`config.mk`:
```
export PLATFORM = sky130hd
export DESIGN_NAME = ctc_timers
export DESIGN_NICKNAME = d
export VERILOG_FILES = /design/src/rtl/ctc_pkg.sv /design/src/rtl/ctc_timers.sv
export VERILOG_INCLUDE_DIRS = /design/src /design/src/rtl
export SDC_FILE = /design/constraint.sdc
export NUM_CORES = 1
export LEC_CHECK = 0
export ABC_AREA = 1
export BUFFER_PORTS_ARGS = -buffer_cell sky130_fd_sc_hd__buf_2
export CAP_MARGIN = 20
export CORE_ASPECT_RATIO = 2
export CORE_UTILIZATION = 56
export CTS_BUF_LIST = sky130_fd_sc_hd__clkbuf_8 sky130_fd_sc_hd__clkbuf_16
export DETAILED_ROUTE_END_ITERATION = 8
export PLACE_DENSITY_LB_ADDON = 0.25
export REMOVE_ABC_BUFFERS = 1
export SYNTH_ARGS = -nofsm -noshare
export SYNTH_HDL_FRONTEND = slang
export SYNTH_SLANG_ARGS = --single-unit
```
`constraint.sdc`:
```
create_clock -name CORE_CLK -period 3.3 [get_ports CORE_CLK]
set_input_delay 0.33 -clock CORE_CLK [delete_from_list [all_inputs] [get_ports CORE_CLK]]
set_output_delay 0.33 -clock CORE_CLK [all_outputs]
set_load 0.005 [all_outputs]
```
`src/rtl/ctc_params.svh`:
```
`ifndef CTC_PARAMS_SVH
`define CTC_PARAMS_SVH

// Register offsets on the plain register port.
`define CTC_OFS_CONTROL 8'h88
`define CTC_OFS_MODE 8'h89
`define CTC_OFS_LO0 8'h8a
`define CTC_OFS_LO1 8'h8b
`define CTC_OFS_HI0 8'h8c
`define CTC_OFS_HI1 8'h8d
`define CTC_OFS_CTL2 8'hc8
`define CTC_OFS_RLD2_LO 8'hca
`define CTC_OFS_RLD2_HI 8'hcb
`define CTC_OFS_THIRD_TIMER_COUNT_SOURCE_LO 8'hcc
`define CTC_OFS_THIRD_TIMER_COUNT_SOURCE_HI 8'hcd

// Reset values.
`define CTC_RST_BYTE 8'h00
`define CTC_RST_WORD 16'h0000

// Timer control register fields.
`define CTC_CTL_OVF1 7
`define CTC_CTL_RUN1 6
`define CTC_CTL_OVF0 5
`define CTC_CTL_RUN0 4

// Mode register fields, one nibble per timer.
`define CTC_MODE_T1_LSB 4
`define CTC_MODE_T0_LSB 0

// Third timer control fields.
`define CTC_C2_OVF 7
`define CTC_C2_EXT 6
`define CTC_C2_RXSEL 5
`define CTC_C2_TXSEL 4
`define CTC_C2_TRIGEN 3
`define CTC_C2_RUN 2
`define CTC_C2_SRC 1
`define CTC_C2_CAPSEL 0

// Synchronised pin positions.
`define CTC_PIN_CNT0 0
`define CTC_PIN_CNT1 1
`define CTC_PIN_GATE0 2
`define CTC_PIN_GATE1 3
`define CTC_PIN_THIRD_TIMER_COUNT_SOURCE 4
`define CTC_PIN_TRIG 5
`define CTC_PIN_NUM 6

// Counter limits.
`define CTC_BYTE_ONE 8'h01
`define CTC_BYTE_MAX 8'hff
`define CTC_WORD_ONE 16'h0001
`define CTC_WORD_MAX 16'hffff
`define CTC_LOW5_MASK 8'h1f

`endif

```
`src/rtl/ctc_pkg.sv`:
```
package ctc_pkg;

	// Operating mode of a first or second timer.
	typedef enum logic [1:0] {
		CTC_MODE13 = 2'h0,
		CTC_MODE16 = 2'h1,
		CTC_MODE8R = 2'h2,
		CTC_SPLIT = 2'h3
	} ctc_mode_t;

	// One nibble of the mode register.
	typedef struct packed {
		logic gate;
		logic ext_src;
		ctc_mode_t mode;
	} ctc_tmode_t;

	// Next byte pair and wrap of one counting step.
	typedef struct packed {
		logic [7:0] lo;
		logic [7:0] hi;
		logic wrap;
	} ctc_step_t;

endpackage : ctc_pkg

```
`src/rtl/ctc_timers.sv`:
```
`timescale 1ns/10ps
`include "ctc_params.svh"

// How it works
// - Mode 0 counts high byte plus five bits
// - Wrap to zero sets the overflow flag
// - Count needs run (second timer: or first split) and gate off or pin high
// - Setting run leaves count registers untouched
// - Timer function counts every core clock
// - Mode 1 uses full sixteen bits
// - Mode 2 reloads low byte from high
// - Second timer in mode 3 holds count
// - Split low byte uses first timer controls
// - Split high byte uses second run, flag
// - Second timer still ticks baud when split
// - Third overflow flag blocked while baud selected
// - Trigger edge capture or reload sets flag
// - Select bits route third timer overflows to serial
// - Trigger enable ignored while clocking serial port
// - Third timer run bit starts and stops
// - Third source bit picks pin or clock
// - Capture select picks capture or reload
// - Baud selection forces reload on overflow
// - Data bytes and control reset to zero
// - Mode field encodes the four modes
// - Vector acknowledge clears first, second flags
// - Source bit picks pin or system clock
module ctc_timers (
	// Clock and reset.
	input wire logic CORE_CLK,
	input wire logic RST,
	// Register port.
	input wire logic [7:0] ADDR,
	input wire logic [7:0] WDATA,
	input wire logic WR_STB,
	input wire logic RD_STB,
	output logic [7:0] RDATA,
	// Interrupt vector acknowledges from the core.
	input wire logic FIRST_TIMER_VECTOR_ACK,
	input wire logic SECOND_TIMER_VECTOR_ACK,
	// External pins.
	input wire logic FIRST_TIMER_COUNT_PIN,
	input wire logic SECOND_TIMER_COUNT_PIN,
	input wire logic EXTERNAL_GATE_INTERRUPT_PIN,
	input wire logic EXTERNAL_GATE_INTERRUPT_PIN1,
	input wire logic THIRD_TIMER_COUNT_PIN,
	input wire logic TRIGGER_INPUT_PIN,
	// Flags and serial clock ticks.
	output logic FIRST_TIMER_OVERFLOW_FLAG,
	output logic SECOND_TIMER_OVERFLOW_FLAG,
	output logic THIRD_TIMER_OVERFLOW_FLAG,
	output logic THIRD_TIMER_EXTERNAL_FLAG,
	output logic RX_BAUD_TICK,
	output logic TX_BAUD_TICK
);

	// One counting step of a first or second timer in modes 0 to 2.
	function automatic ctc_pkg::ctc_step_t ctc_step(input ctc_pkg::ctc_mode_t mode,
			input logic [7:0] lo, input logic [7:0] hi);
		ctc_pkg::ctc_step_t r;
		logic [13:0] w13;
		logic [16:0] w16;
		r.lo = lo;
		r.hi = hi;
		r.wrap = 1'b0;
		w13 = {1'b0, hi, lo[4:0]} + {6'h00, `CTC_BYTE_ONE};
		w16 = {1'b0, hi, lo} + {1'b0, `CTC_WORD_ONE};
		case (mode)
			ctc_pkg::CTC_MODE13: begin
				// Upper three low-byte bits are left alone.
				{r.wrap, r.hi, r.lo[4:0]} = w13;
			end
			ctc_pkg::CTC_MODE16: begin
				{r.wrap, r.hi, r.lo} = w16;
			end
			ctc_pkg::CTC_MODE8R: begin
				if (lo == `CTC_BYTE_MAX) begin
					r.lo = hi;
					r.wrap = 1'b1;
				end else begin
					r.lo = lo + `CTC_BYTE_ONE;
				end
			end
			default: begin
				r.wrap = 1'b0;
			end
		endcase
		return r;
	endfunction : ctc_step

	logic [`CTC_PIN_NUM-1:0] pins;
	logic [`CTC_PIN_NUM-1:0] sync1_q;
	logic [`CTC_PIN_NUM-1:0] sync2_q;
	logic [`CTC_PIN_NUM-1:0] sync3_q;
	logic [`CTC_PIN_NUM-1:0] fall;

	logic [7:0] lo0_q, hi0_q, lo1_q, hi1_q;
	logic [7:0] lo0_d, hi0_d, lo1_d, hi1_d;
	ctc_pkg::ctc_tmode_t tm0_q, tm1_q;
	logic run0_q, run1_q, ovf0_q, ovf1_q;
	logic inc0, inc1, set0, set1, wrap1, split0;
	ctc_pkg::ctc_step_t st0, st1;

	logic ovf2_q, ext2_q, rxsel_q, txsel_q, trig_en_q, run2_q, src2_q, capsel_q;
	logic [15:0] tmr2_q, rld_q, tmr2_d, rld_d;
	logic baud, inc2, wrap2, trig, reload2, capture2;
	logic [7:0] rd_d;
	logic wr_ctl, wr_mode, wr_lo0, wr_hi0, wr_lo1, wr_hi1, wr_c2;
	logic wr_rl, wr_rh, wr_cl, wr_ch;

	// Pins pass two flip-flops; the third stage feeds edge detection.
	assign pins = {TRIGGER_INPUT_PIN, THIRD_TIMER_COUNT_PIN, EXTERNAL_GATE_INTERRUPT_PIN1,
		EXTERNAL_GATE_INTERRUPT_PIN, SECOND_TIMER_COUNT_PIN, FIRST_TIMER_COUNT_PIN};

	always_ff @(posedge CORE_CLK or posedge RST) begin
		if (RST) begin
			sync1_q <= '0;
			sync2_q <= '0;
			sync3_q <= '0;
		end else begin
			sync1_q <= pins;
			sync2_q <= sync1_q;
			sync3_q <= sync2_q;
		end
	end

	assign fall = sync3_q & ~sync2_q;

	// Write decode.
	assign wr_ctl = WR_STB && (ADDR == `CTC_OFS_CONTROL);
	assign wr_mode = WR_STB && (ADDR == `CTC_OFS_MODE);
	assign wr_lo0 = WR_STB && (ADDR == `CTC_OFS_LO0);
	assign wr_hi0 = WR_STB && (ADDR == `CTC_OFS_HI0);
	assign wr_lo1 = WR_STB && (ADDR == `CTC_OFS_LO1);
	assign wr_hi1 = WR_STB && (ADDR == `CTC_OFS_HI1);
	assign wr_c2 = WR_STB && (ADDR == `CTC_OFS_CTL2);
	assign wr_rl = WR_STB && (ADDR == `CTC_OFS_RLD2_LO);
	assign wr_rh = WR_STB && (ADDR == `CTC_OFS_RLD2_HI);
	assign wr_cl = WR_STB && (ADDR == `CTC_OFS_THIRD_TIMER_COUNT_SOURCE_LO);
	assign wr_ch = WR_STB && (ADDR == `CTC_OFS_THIRD_TIMER_COUNT_SOURCE_HI);

	// Count enables for the first and second timers.
	assign split0 = (tm0_q.mode == ctc_pkg::CTC_SPLIT);
	assign inc0 = run0_q && (!tm0_q.gate || sync2_q[`CTC_PIN_GATE0])
		&& (tm0_q.ext_src ? fall[`CTC_PIN_CNT0] : 1'b1);
	// While the first timer is split, the second is switched only by its own mode 3.
	assign inc1 = (tm1_q.mode != ctc_pkg::CTC_SPLIT)
		&& (split0 || run1_q)
		&& (!tm1_q.gate || sync2_q[`CTC_PIN_GATE1])
		&& (tm1_q.ext_src ? fall[`CTC_PIN_CNT1] : 1'b1);

	always_comb begin
		st0 = ctc_step(tm0_q.mode, lo0_q, hi0_q);
		st1 = ctc_step(tm1_q.mode, lo1_q, hi1_q);
		lo0_d = lo0_q;
		hi0_d = hi0_q;
		lo1_d = lo1_q;
		hi1_d = hi1_q;
		set0 = 1'b0;
		set1 = 1'b0;
		wrap1 = 1'b0;
		if (split0) begin
			if (inc0) begin
				lo0_d = lo0_q + `CTC_BYTE_ONE;
				set0 = (lo0_q == `CTC_BYTE_MAX);
			end
			if (run1_q) begin
				hi0_d = hi0_q + `CTC_BYTE_ONE;
				set1 = (hi0_q == `CTC_BYTE_MAX);
			end
		end else if (inc0) begin
			lo0_d = st0.lo;
			hi0_d = st0.hi;
			set0 = st0.wrap;
		end
		if (inc1) begin
			lo1_d = st1.lo;
			hi1_d = st1.hi;
			wrap1 = st1.wrap;
			if (!split0) begin
				set1 = st1.wrap;
			end
		end
	end

	// Count registers; a software write wins over counting.
	always_ff @(posedge CORE_CLK or posedge RST) begin
		if (RST) begin
			lo0_q <= `CTC_RST_BYTE;
			hi0_q <= `CTC_RST_BYTE;
			lo1_q <= `CTC_RST_BYTE;
			hi1_q <= `CTC_RST_BYTE;
		end else begin
			lo0_q <= wr_lo0 ? WDATA : lo0_d;
			hi0_q <= wr_hi0 ? WDATA : hi0_d;
			lo1_q <= wr_lo1 ? WDATA : lo1_d;
			hi1_q <= wr_hi1 ? WDATA : hi1_d;
		end
	end

	// Mode register and run bits; run never touches the count.
	always_ff @(posedge CORE_CLK or posedge RST) begin
		if (RST) begin
			tm0_q <= ctc_pkg::ctc_tmode_t'(4'h0);
			tm1_q <= ctc_pkg::ctc_tmode_t'(4'h0);
			run0_q <= 1'b0;
			run1_q <= 1'b0;
		end else begin
			if (wr_mode) begin
				tm0_q <= ctc_pkg::ctc_tmode_t'(WDATA[`CTC_MODE_T0_LSB +: 4]);
				tm1_q <= ctc_pkg::ctc_tmode_t'(WDATA[`CTC_MODE_T1_LSB +: 4]);
			end
			if (wr_ctl) begin
				run0_q <= WDATA[`CTC_CTL_RUN0];
				run1_q <= WDATA[`CTC_CTL_RUN1];
			end
		end
	end

	// Overflow flags: hardware set wins over acknowledge and software write.
	always_ff @(posedge CORE_CLK or posedge RST) begin
		if (RST) begin
			ovf0_q <= 1'b0;
			ovf1_q <= 1'b0;
		end else begin
			if (set0) begin
				ovf0_q <= 1'b1;
			end else if (wr_ctl) begin
				ovf0_q <= WDATA[`CTC_CTL_OVF0];
			end else if (FIRST_TIMER_VECTOR_ACK) begin
				ovf0_q <= 1'b0;
			end
			if (set1) begin
				ovf1_q <= 1'b1;
			end else if (wr_ctl) begin
				ovf1_q <= WDATA[`CTC_CTL_OVF1];
			end else if (SECOND_TIMER_VECTOR_ACK) begin
				ovf1_q <= 1'b0;
			end
		end
	end

	// Third timer datapath.
	assign baud = rxsel_q || txsel_q;
	assign inc2 = run2_q && (src2_q ? fall[`CTC_PIN_THIRD_TIMER_COUNT_SOURCE] : 1'b1);
	assign wrap2 = inc2 && (tmr2_q == `CTC_WORD_MAX);
	assign trig = trig_en_q && fall[`CTC_PIN_TRIG] && !baud;
	assign capture2 = trig && capsel_q;
	assign reload2 = (trig && !capsel_q) || (wrap2 && (baud || !capsel_q));

	always_comb begin
		tmr2_d = tmr2_q;
		rld_d = rld_q;
		if (reload2) begin
			tmr2_d = rld_q;
		end else if (inc2) begin
			tmr2_d = tmr2_q + `CTC_WORD_ONE;
		end
		if (capture2) begin
			rld_d = tmr2_q;
		end
		if (wr_cl) begin
			tmr2_d[7:0] = WDATA;
		end
		if (wr_ch) begin
			tmr2_d[15:8] = WDATA;
		end
		if (wr_rl) begin
			rld_d[7:0] = WDATA;
		end
		if (wr_rh) begin
			rld_d[15:8] = WDATA;
		end
	end

	always_ff @(posedge CORE_CLK or posedge RST) begin
		if (RST) begin
			tmr2_q <= `CTC_RST_WORD;
			rld_q <= `CTC_RST_WORD;
		end else begin
			tmr2_q <= tmr2_d;
			rld_q <= rld_d;
		end
	end

	// Third timer control register.
	always_ff @(posedge CORE_CLK or posedge RST) begin
		if (RST) begin
			ovf2_q <= 1'b0;
			ext2_q <= 1'b0;
			rxsel_q <= 1'b0;
			txsel_q <= 1'b0;
			trig_en_q <= 1'b0;
			run2_q <= 1'b0;
			src2_q <= 1'b0;
			capsel_q <= 1'b0;
		end else begin
			if (wr_c2) begin
				rxsel_q <= WDATA[`CTC_C2_RXSEL];
				txsel_q <= WDATA[`CTC_C2_TXSEL];
				trig_en_q <= WDATA[`CTC_C2_TRIGEN];
				run2_q <= WDATA[`CTC_C2_RUN];
				src2_q <= WDATA[`CTC_C2_SRC];
				capsel_q <= WDATA[`CTC_C2_CAPSEL];
			end
			if (wrap2 && !baud) begin
				ovf2_q <= 1'b1;
			end else if (wr_c2) begin
				ovf2_q <= WDATA[`CTC_C2_OVF];
			end
			if (trig) begin
				ext2_q <= 1'b1;
			end else if (wr_c2) begin
				ext2_q <= WDATA[`CTC_C2_EXT];
			end
		end
	end

	// Serial clock ticks: third timer overflows where selected, else the second.
	always_ff @(posedge CORE_CLK or posedge RST) begin
		if (RST) begin
			RX_BAUD_TICK <= 1'b0;
			TX_BAUD_TICK <= 1'b0;
		end else begin
			RX_BAUD_TICK <= rxsel_q ? wrap2 : wrap1;
			TX_BAUD_TICK <= txsel_q ? wrap2 : wrap1;
		end
	end

	// Read mux; unmapped addresses read zero.
	always_comb begin
		case (ADDR)
			`CTC_OFS_CONTROL: rd_d = {ovf1_q, run1_q, ovf0_q, run0_q, 4'h0};
			`CTC_OFS_MODE: rd_d = {tm1_q, tm0_q};
			`CTC_OFS_LO0: rd_d = lo0_q;
			`CTC_OFS_HI0: rd_d = hi0_q;
			`CTC_OFS_LO1: rd_d = lo1_q;
			`CTC_OFS_HI1: rd_d = hi1_q;
			`CTC_OFS_CTL2: rd_d = {ovf2_q, ext2_q, rxsel_q, txsel_q, trig_en_q, run2_q,
				src2_q, capsel_q};
			`CTC_OFS_RLD2_LO: rd_d = rld_q[7:0];
			`CTC_OFS_RLD2_HI: rd_d = rld_q[15:8];
			`CTC_OFS_THIRD_TIMER_COUNT_SOURCE_LO: rd_d = tmr2_q[7:0];
			`CTC_OFS_THIRD_TIMER_COUNT_SOURCE_HI: rd_d = tmr2_q[15:8];
			default: rd_d = `CTC_RST_BYTE;
		endcase
	end

	always_ff @(posedge CORE_CLK or posedge RST) begin
		if (RST) begin
			RDATA <= `CTC_RST_BYTE;
			FIRST_TIMER_OVERFLOW_FLAG <= 1'b0;
			SECOND_TIMER_OVERFLOW_FLAG <= 1'b0;
			THIRD_TIMER_OVERFLOW_FLAG <= 1'b0;
			THIRD_TIMER_EXTERNAL_FLAG <= 1'b0;
		end else begin
			RDATA <= RD_STB ? rd_d : `CTC_RST_BYTE;
			FIRST_TIMER_OVERFLOW_FLAG <= ovf0_q;
			SECOND_TIMER_OVERFLOW_FLAG <= ovf1_q;
			THIRD_TIMER_OVERFLOW_FLAG <= ovf2_q;
			THIRD_TIMER_EXTERNAL_FLAG <= ext2_q;
		end
	end

	logic quiet0, quiet1;
	assign quiet0 = !wr_lo0 && !wr_hi0;
	assign quiet1 = !wr_lo1 && !wr_hi1;
endmodule : ctc_timers

```
==> impl_metrics.json <==
{
  "antenna_found_initial": 0,
  "coreArea_um2": 12990,
  "wire_per_inst_um": 20.13,
  "grt_pass1_wl_um": 39100,
  "fin_area_um2": 8334,
  "p_comb_frac": 0.209,
  "synth_edf_count": 0,
  "area_growth_pct": 12.23,
  "drt_wl_total_um": 25250,
  "dieArea_um2": 13750,
  "criticalPathCategory": "reg2reg",
  "timing.slew.headroom": 0.4985,
  "vias": 7569,
  "synth_top_area_share": 0.3842,
  "drt_iter0_drc": 734,
  "place_congestion": 1.068,
  "initial_utilization": 0.5716,
  "die_x_um": 83.43,
  "io_buffers": 41,
  "n_antenna_cell": 0,
  "drtPass1Iterations": 6,
  "synth_cells": 1044,
  "drive_gt1_frac": 0.1143,
  "setup_violations": 0,
  "power_switching_w": 0.001696,
  "status": "complete, no violations",
  "grt_overflow_total": 0,
  "fin_worst_skew_ps": 11.86,
  "synth.avg_cell_area_um2": 7.113,
  "ios": 42,
  "ys.flop_type": "dfrtp_1",
  "clockBufferDepth": 2,
  "async_reset_ff_frac": 1.000,
  "maxCapViolCount": 0,
  "clk-insertion-delay-late_ps": 430,
  "yosysWarnings": 0,
  "synth_seq_cells": 114,
  "cts_setup_buffers": 0,
  "crit_required_ps": 3630,
  "cts-htree-levels": 4,
  "hold_violations": 0,
  "drc": 0,
  "dpl.hpwl_um": 18940,
  "rsz0062_at_grt": "false",
  "hold_path_class": "in2reg",
  "synth_seq_area_share": 0.3842,
  "path_clk_slew_ps": 60,
  "synth_cell_type_count": 45,
  "clockPowerShare": 0.390,
  "cts_tree": "done",
  "vdd_drop_max_uv": 472.0,
  "critPathLaunch": "tm0_q[0]",
  "p_total_w": 0.004767,
  "worst_slew_pin_slew_ps": 752.3,
  "ys_top_cells_by_area": "dfrtp_1, nand2_1, nand3_1, inv_1, nor2_1",
  "power.leakage_nw": 4.044,
  "hp-start": "FIRST_TIMER_COUNT_PIN",
  "yosysTopAreaCell": "dfrtp_1",
  "max_freq_mhz": 475.0,
  "worstSetupStartpointType": "flop",
  "p_sw_frac": 0.3558,
  "grt_usage": 0.3786,
  "power_density_nw_per_um2": 572.0,
  "critical_path_arrival_ps": 2440,
  "dpl_cell_area_um2": 7744,
  "crit_path_end_kind": "flop",
  "antenna_left": 0,
  "numCtsBuffers": 17,
  "viasPerCell": 6.036,
  "first_global_vias": 7302,
  "seq_power_share": 0.400,
  "synthesis.area_um2": 7426,
  "period_needed_ps": 2105,
  "synth_common_cells": "nand2_1, inv_1, nand3_1, dfrtp_1, nor2_1",
  "fin_nets": 1131,
  "fp.dieH_um": 164.9,
  "r2r_start": "tm0_q[0]",
  "grt_max_degree": 61,
  "cp_max_fo": 8,
  "clk_root_buffer_cell": "clkbuf_16",
  "nFillCells": 1217,
  "p_int_w": 0.003071,
  "finalMaxSlewViolations": 0,
  "post-synth-top-count-cell": "nand2_1",
  "rows": 59,
  "post-route-period-util": 0.6380,
  "clock-sinks": 114
}
## worst max-delay path, cell delays in order (launching register included)
cell and delay [ps]:
dfrtp_1 400, ha_1 340, nor2_1 80, nor3_1 190
nand2_1 160, nor3_1 610, nand2_1 120, o211ai_1 120
## per-stage QoR
step / std cells / hold slack, ps / setup TNS, ps / setup slack (ps) / util
after global routing: 1254 / 1.584 / 0 / 1011 / 0.6415
after CTS: 1253 / 0.7806 / 0 / 1229 / 0.6407
after detailed placement: 1222 / 335.5 / 0 / 1121 / 0.5960
final: 1254 / 0.1783 / 0 / 1195 / 0.6415
after floorplan: 1026 / 331.2 / -5211 / -45.71 / -
after global placement: 1222 / 332.1 / 0 / 1173 / 0.5960
## final cells by class
type | count | area [um2] | area share
sequential | 114 | 2853 | 0.3423
timing repair buffer | 45 | 250.2 | 0.03003
clock inverter | 14 | 155.1 | 0.01862
clock buffer | 17 | 425.4 | 0.05104
inverter | 148 | 558.0 | 0.06696
multi-input combinational | 764 | 3902 | 0.4682
tap | 152 | 190.2 | 0.02282
## what timing repair did
item	in CTS	in global routing
endpoints found under the hold margin	0	1
resized for setup	0	0
hold buffers	0	1
## routing by layer
layer | vias to the layer above | global-route usage | part of all wire
li1 | 3514 | - | -
met1 | 3561 | 0.3887 | 0.34
met2 | 364 | 0.6699 | 0.51
met3 | 130 | 0.07596 | 0.066
met4 | 0 | 0.2958 | 0.087
met5 | - | 0 | 0
## registers in the layout (all words and copies together), names as in the netlist, 6 cells and up
signal and cells:
lo1_q 8, RDATA 8, tmr2_q 16, sync1_q 6
rld_q 16, hi0_q 8, lo0_q 8, hi1_q 8
sync2_q 6
## power by group through the flow
stage                     sequential, W  clock (W)  combinational, W
after floorplan                 0.00180          0          0.000728
after global placement          0.00191          0          0.000964
after detailed placement        0.00192          0          0.000976
after CTS                       0.00189    0.00186          0.000985
after global routing            0.00193    0.00191           0.00113
final                           0.00191    0.00186          0.000997
## cells in the final DEF, fill, tap and decap left out, types with 17 or more instances in the layout
cell / netlist / routed
a21oi_1: 17 / 17
buf_2: 10 / 41
clkbuf_16: 0 / 17
dfrtp_1: 114 / 114
inv_1: 132 / 131
nand2_1: 308 / 308
nand3_1: 127 / 127
nor2_1: 77 / 77
nor3_1: 17 / 17
o21ai_0: 54 / 54
o22ai_1: 21 / 21
## worst paths after layout
path | to | slack (ps) | cells after the start
min in group asynchronous | sync3_q[5] | 10 | 2
worst min register to register | sync2_q[1] | 340 | 0
max in group asynchronous | hi0_q[7] | 2510 | 3
worst min-delay path | sync1_q[0] | 0.2 | 1
worst max-delay path | lo1_q[2] | 1190 | 7
worst max register to register | lo1_q[2] | 1190 | 7
## cell families after synthesis
family	count (synthesis)	share of synthesized area
compound gates	141	0.1142
xor+xnor	20	0.02359
simple gates	589	0.3628
buf+inv	166	0.09031
flops	114	0.3842
fa+ha+maj	13	0.02190
mux	1	0.003033
Power figures use the tool's default switching activity.
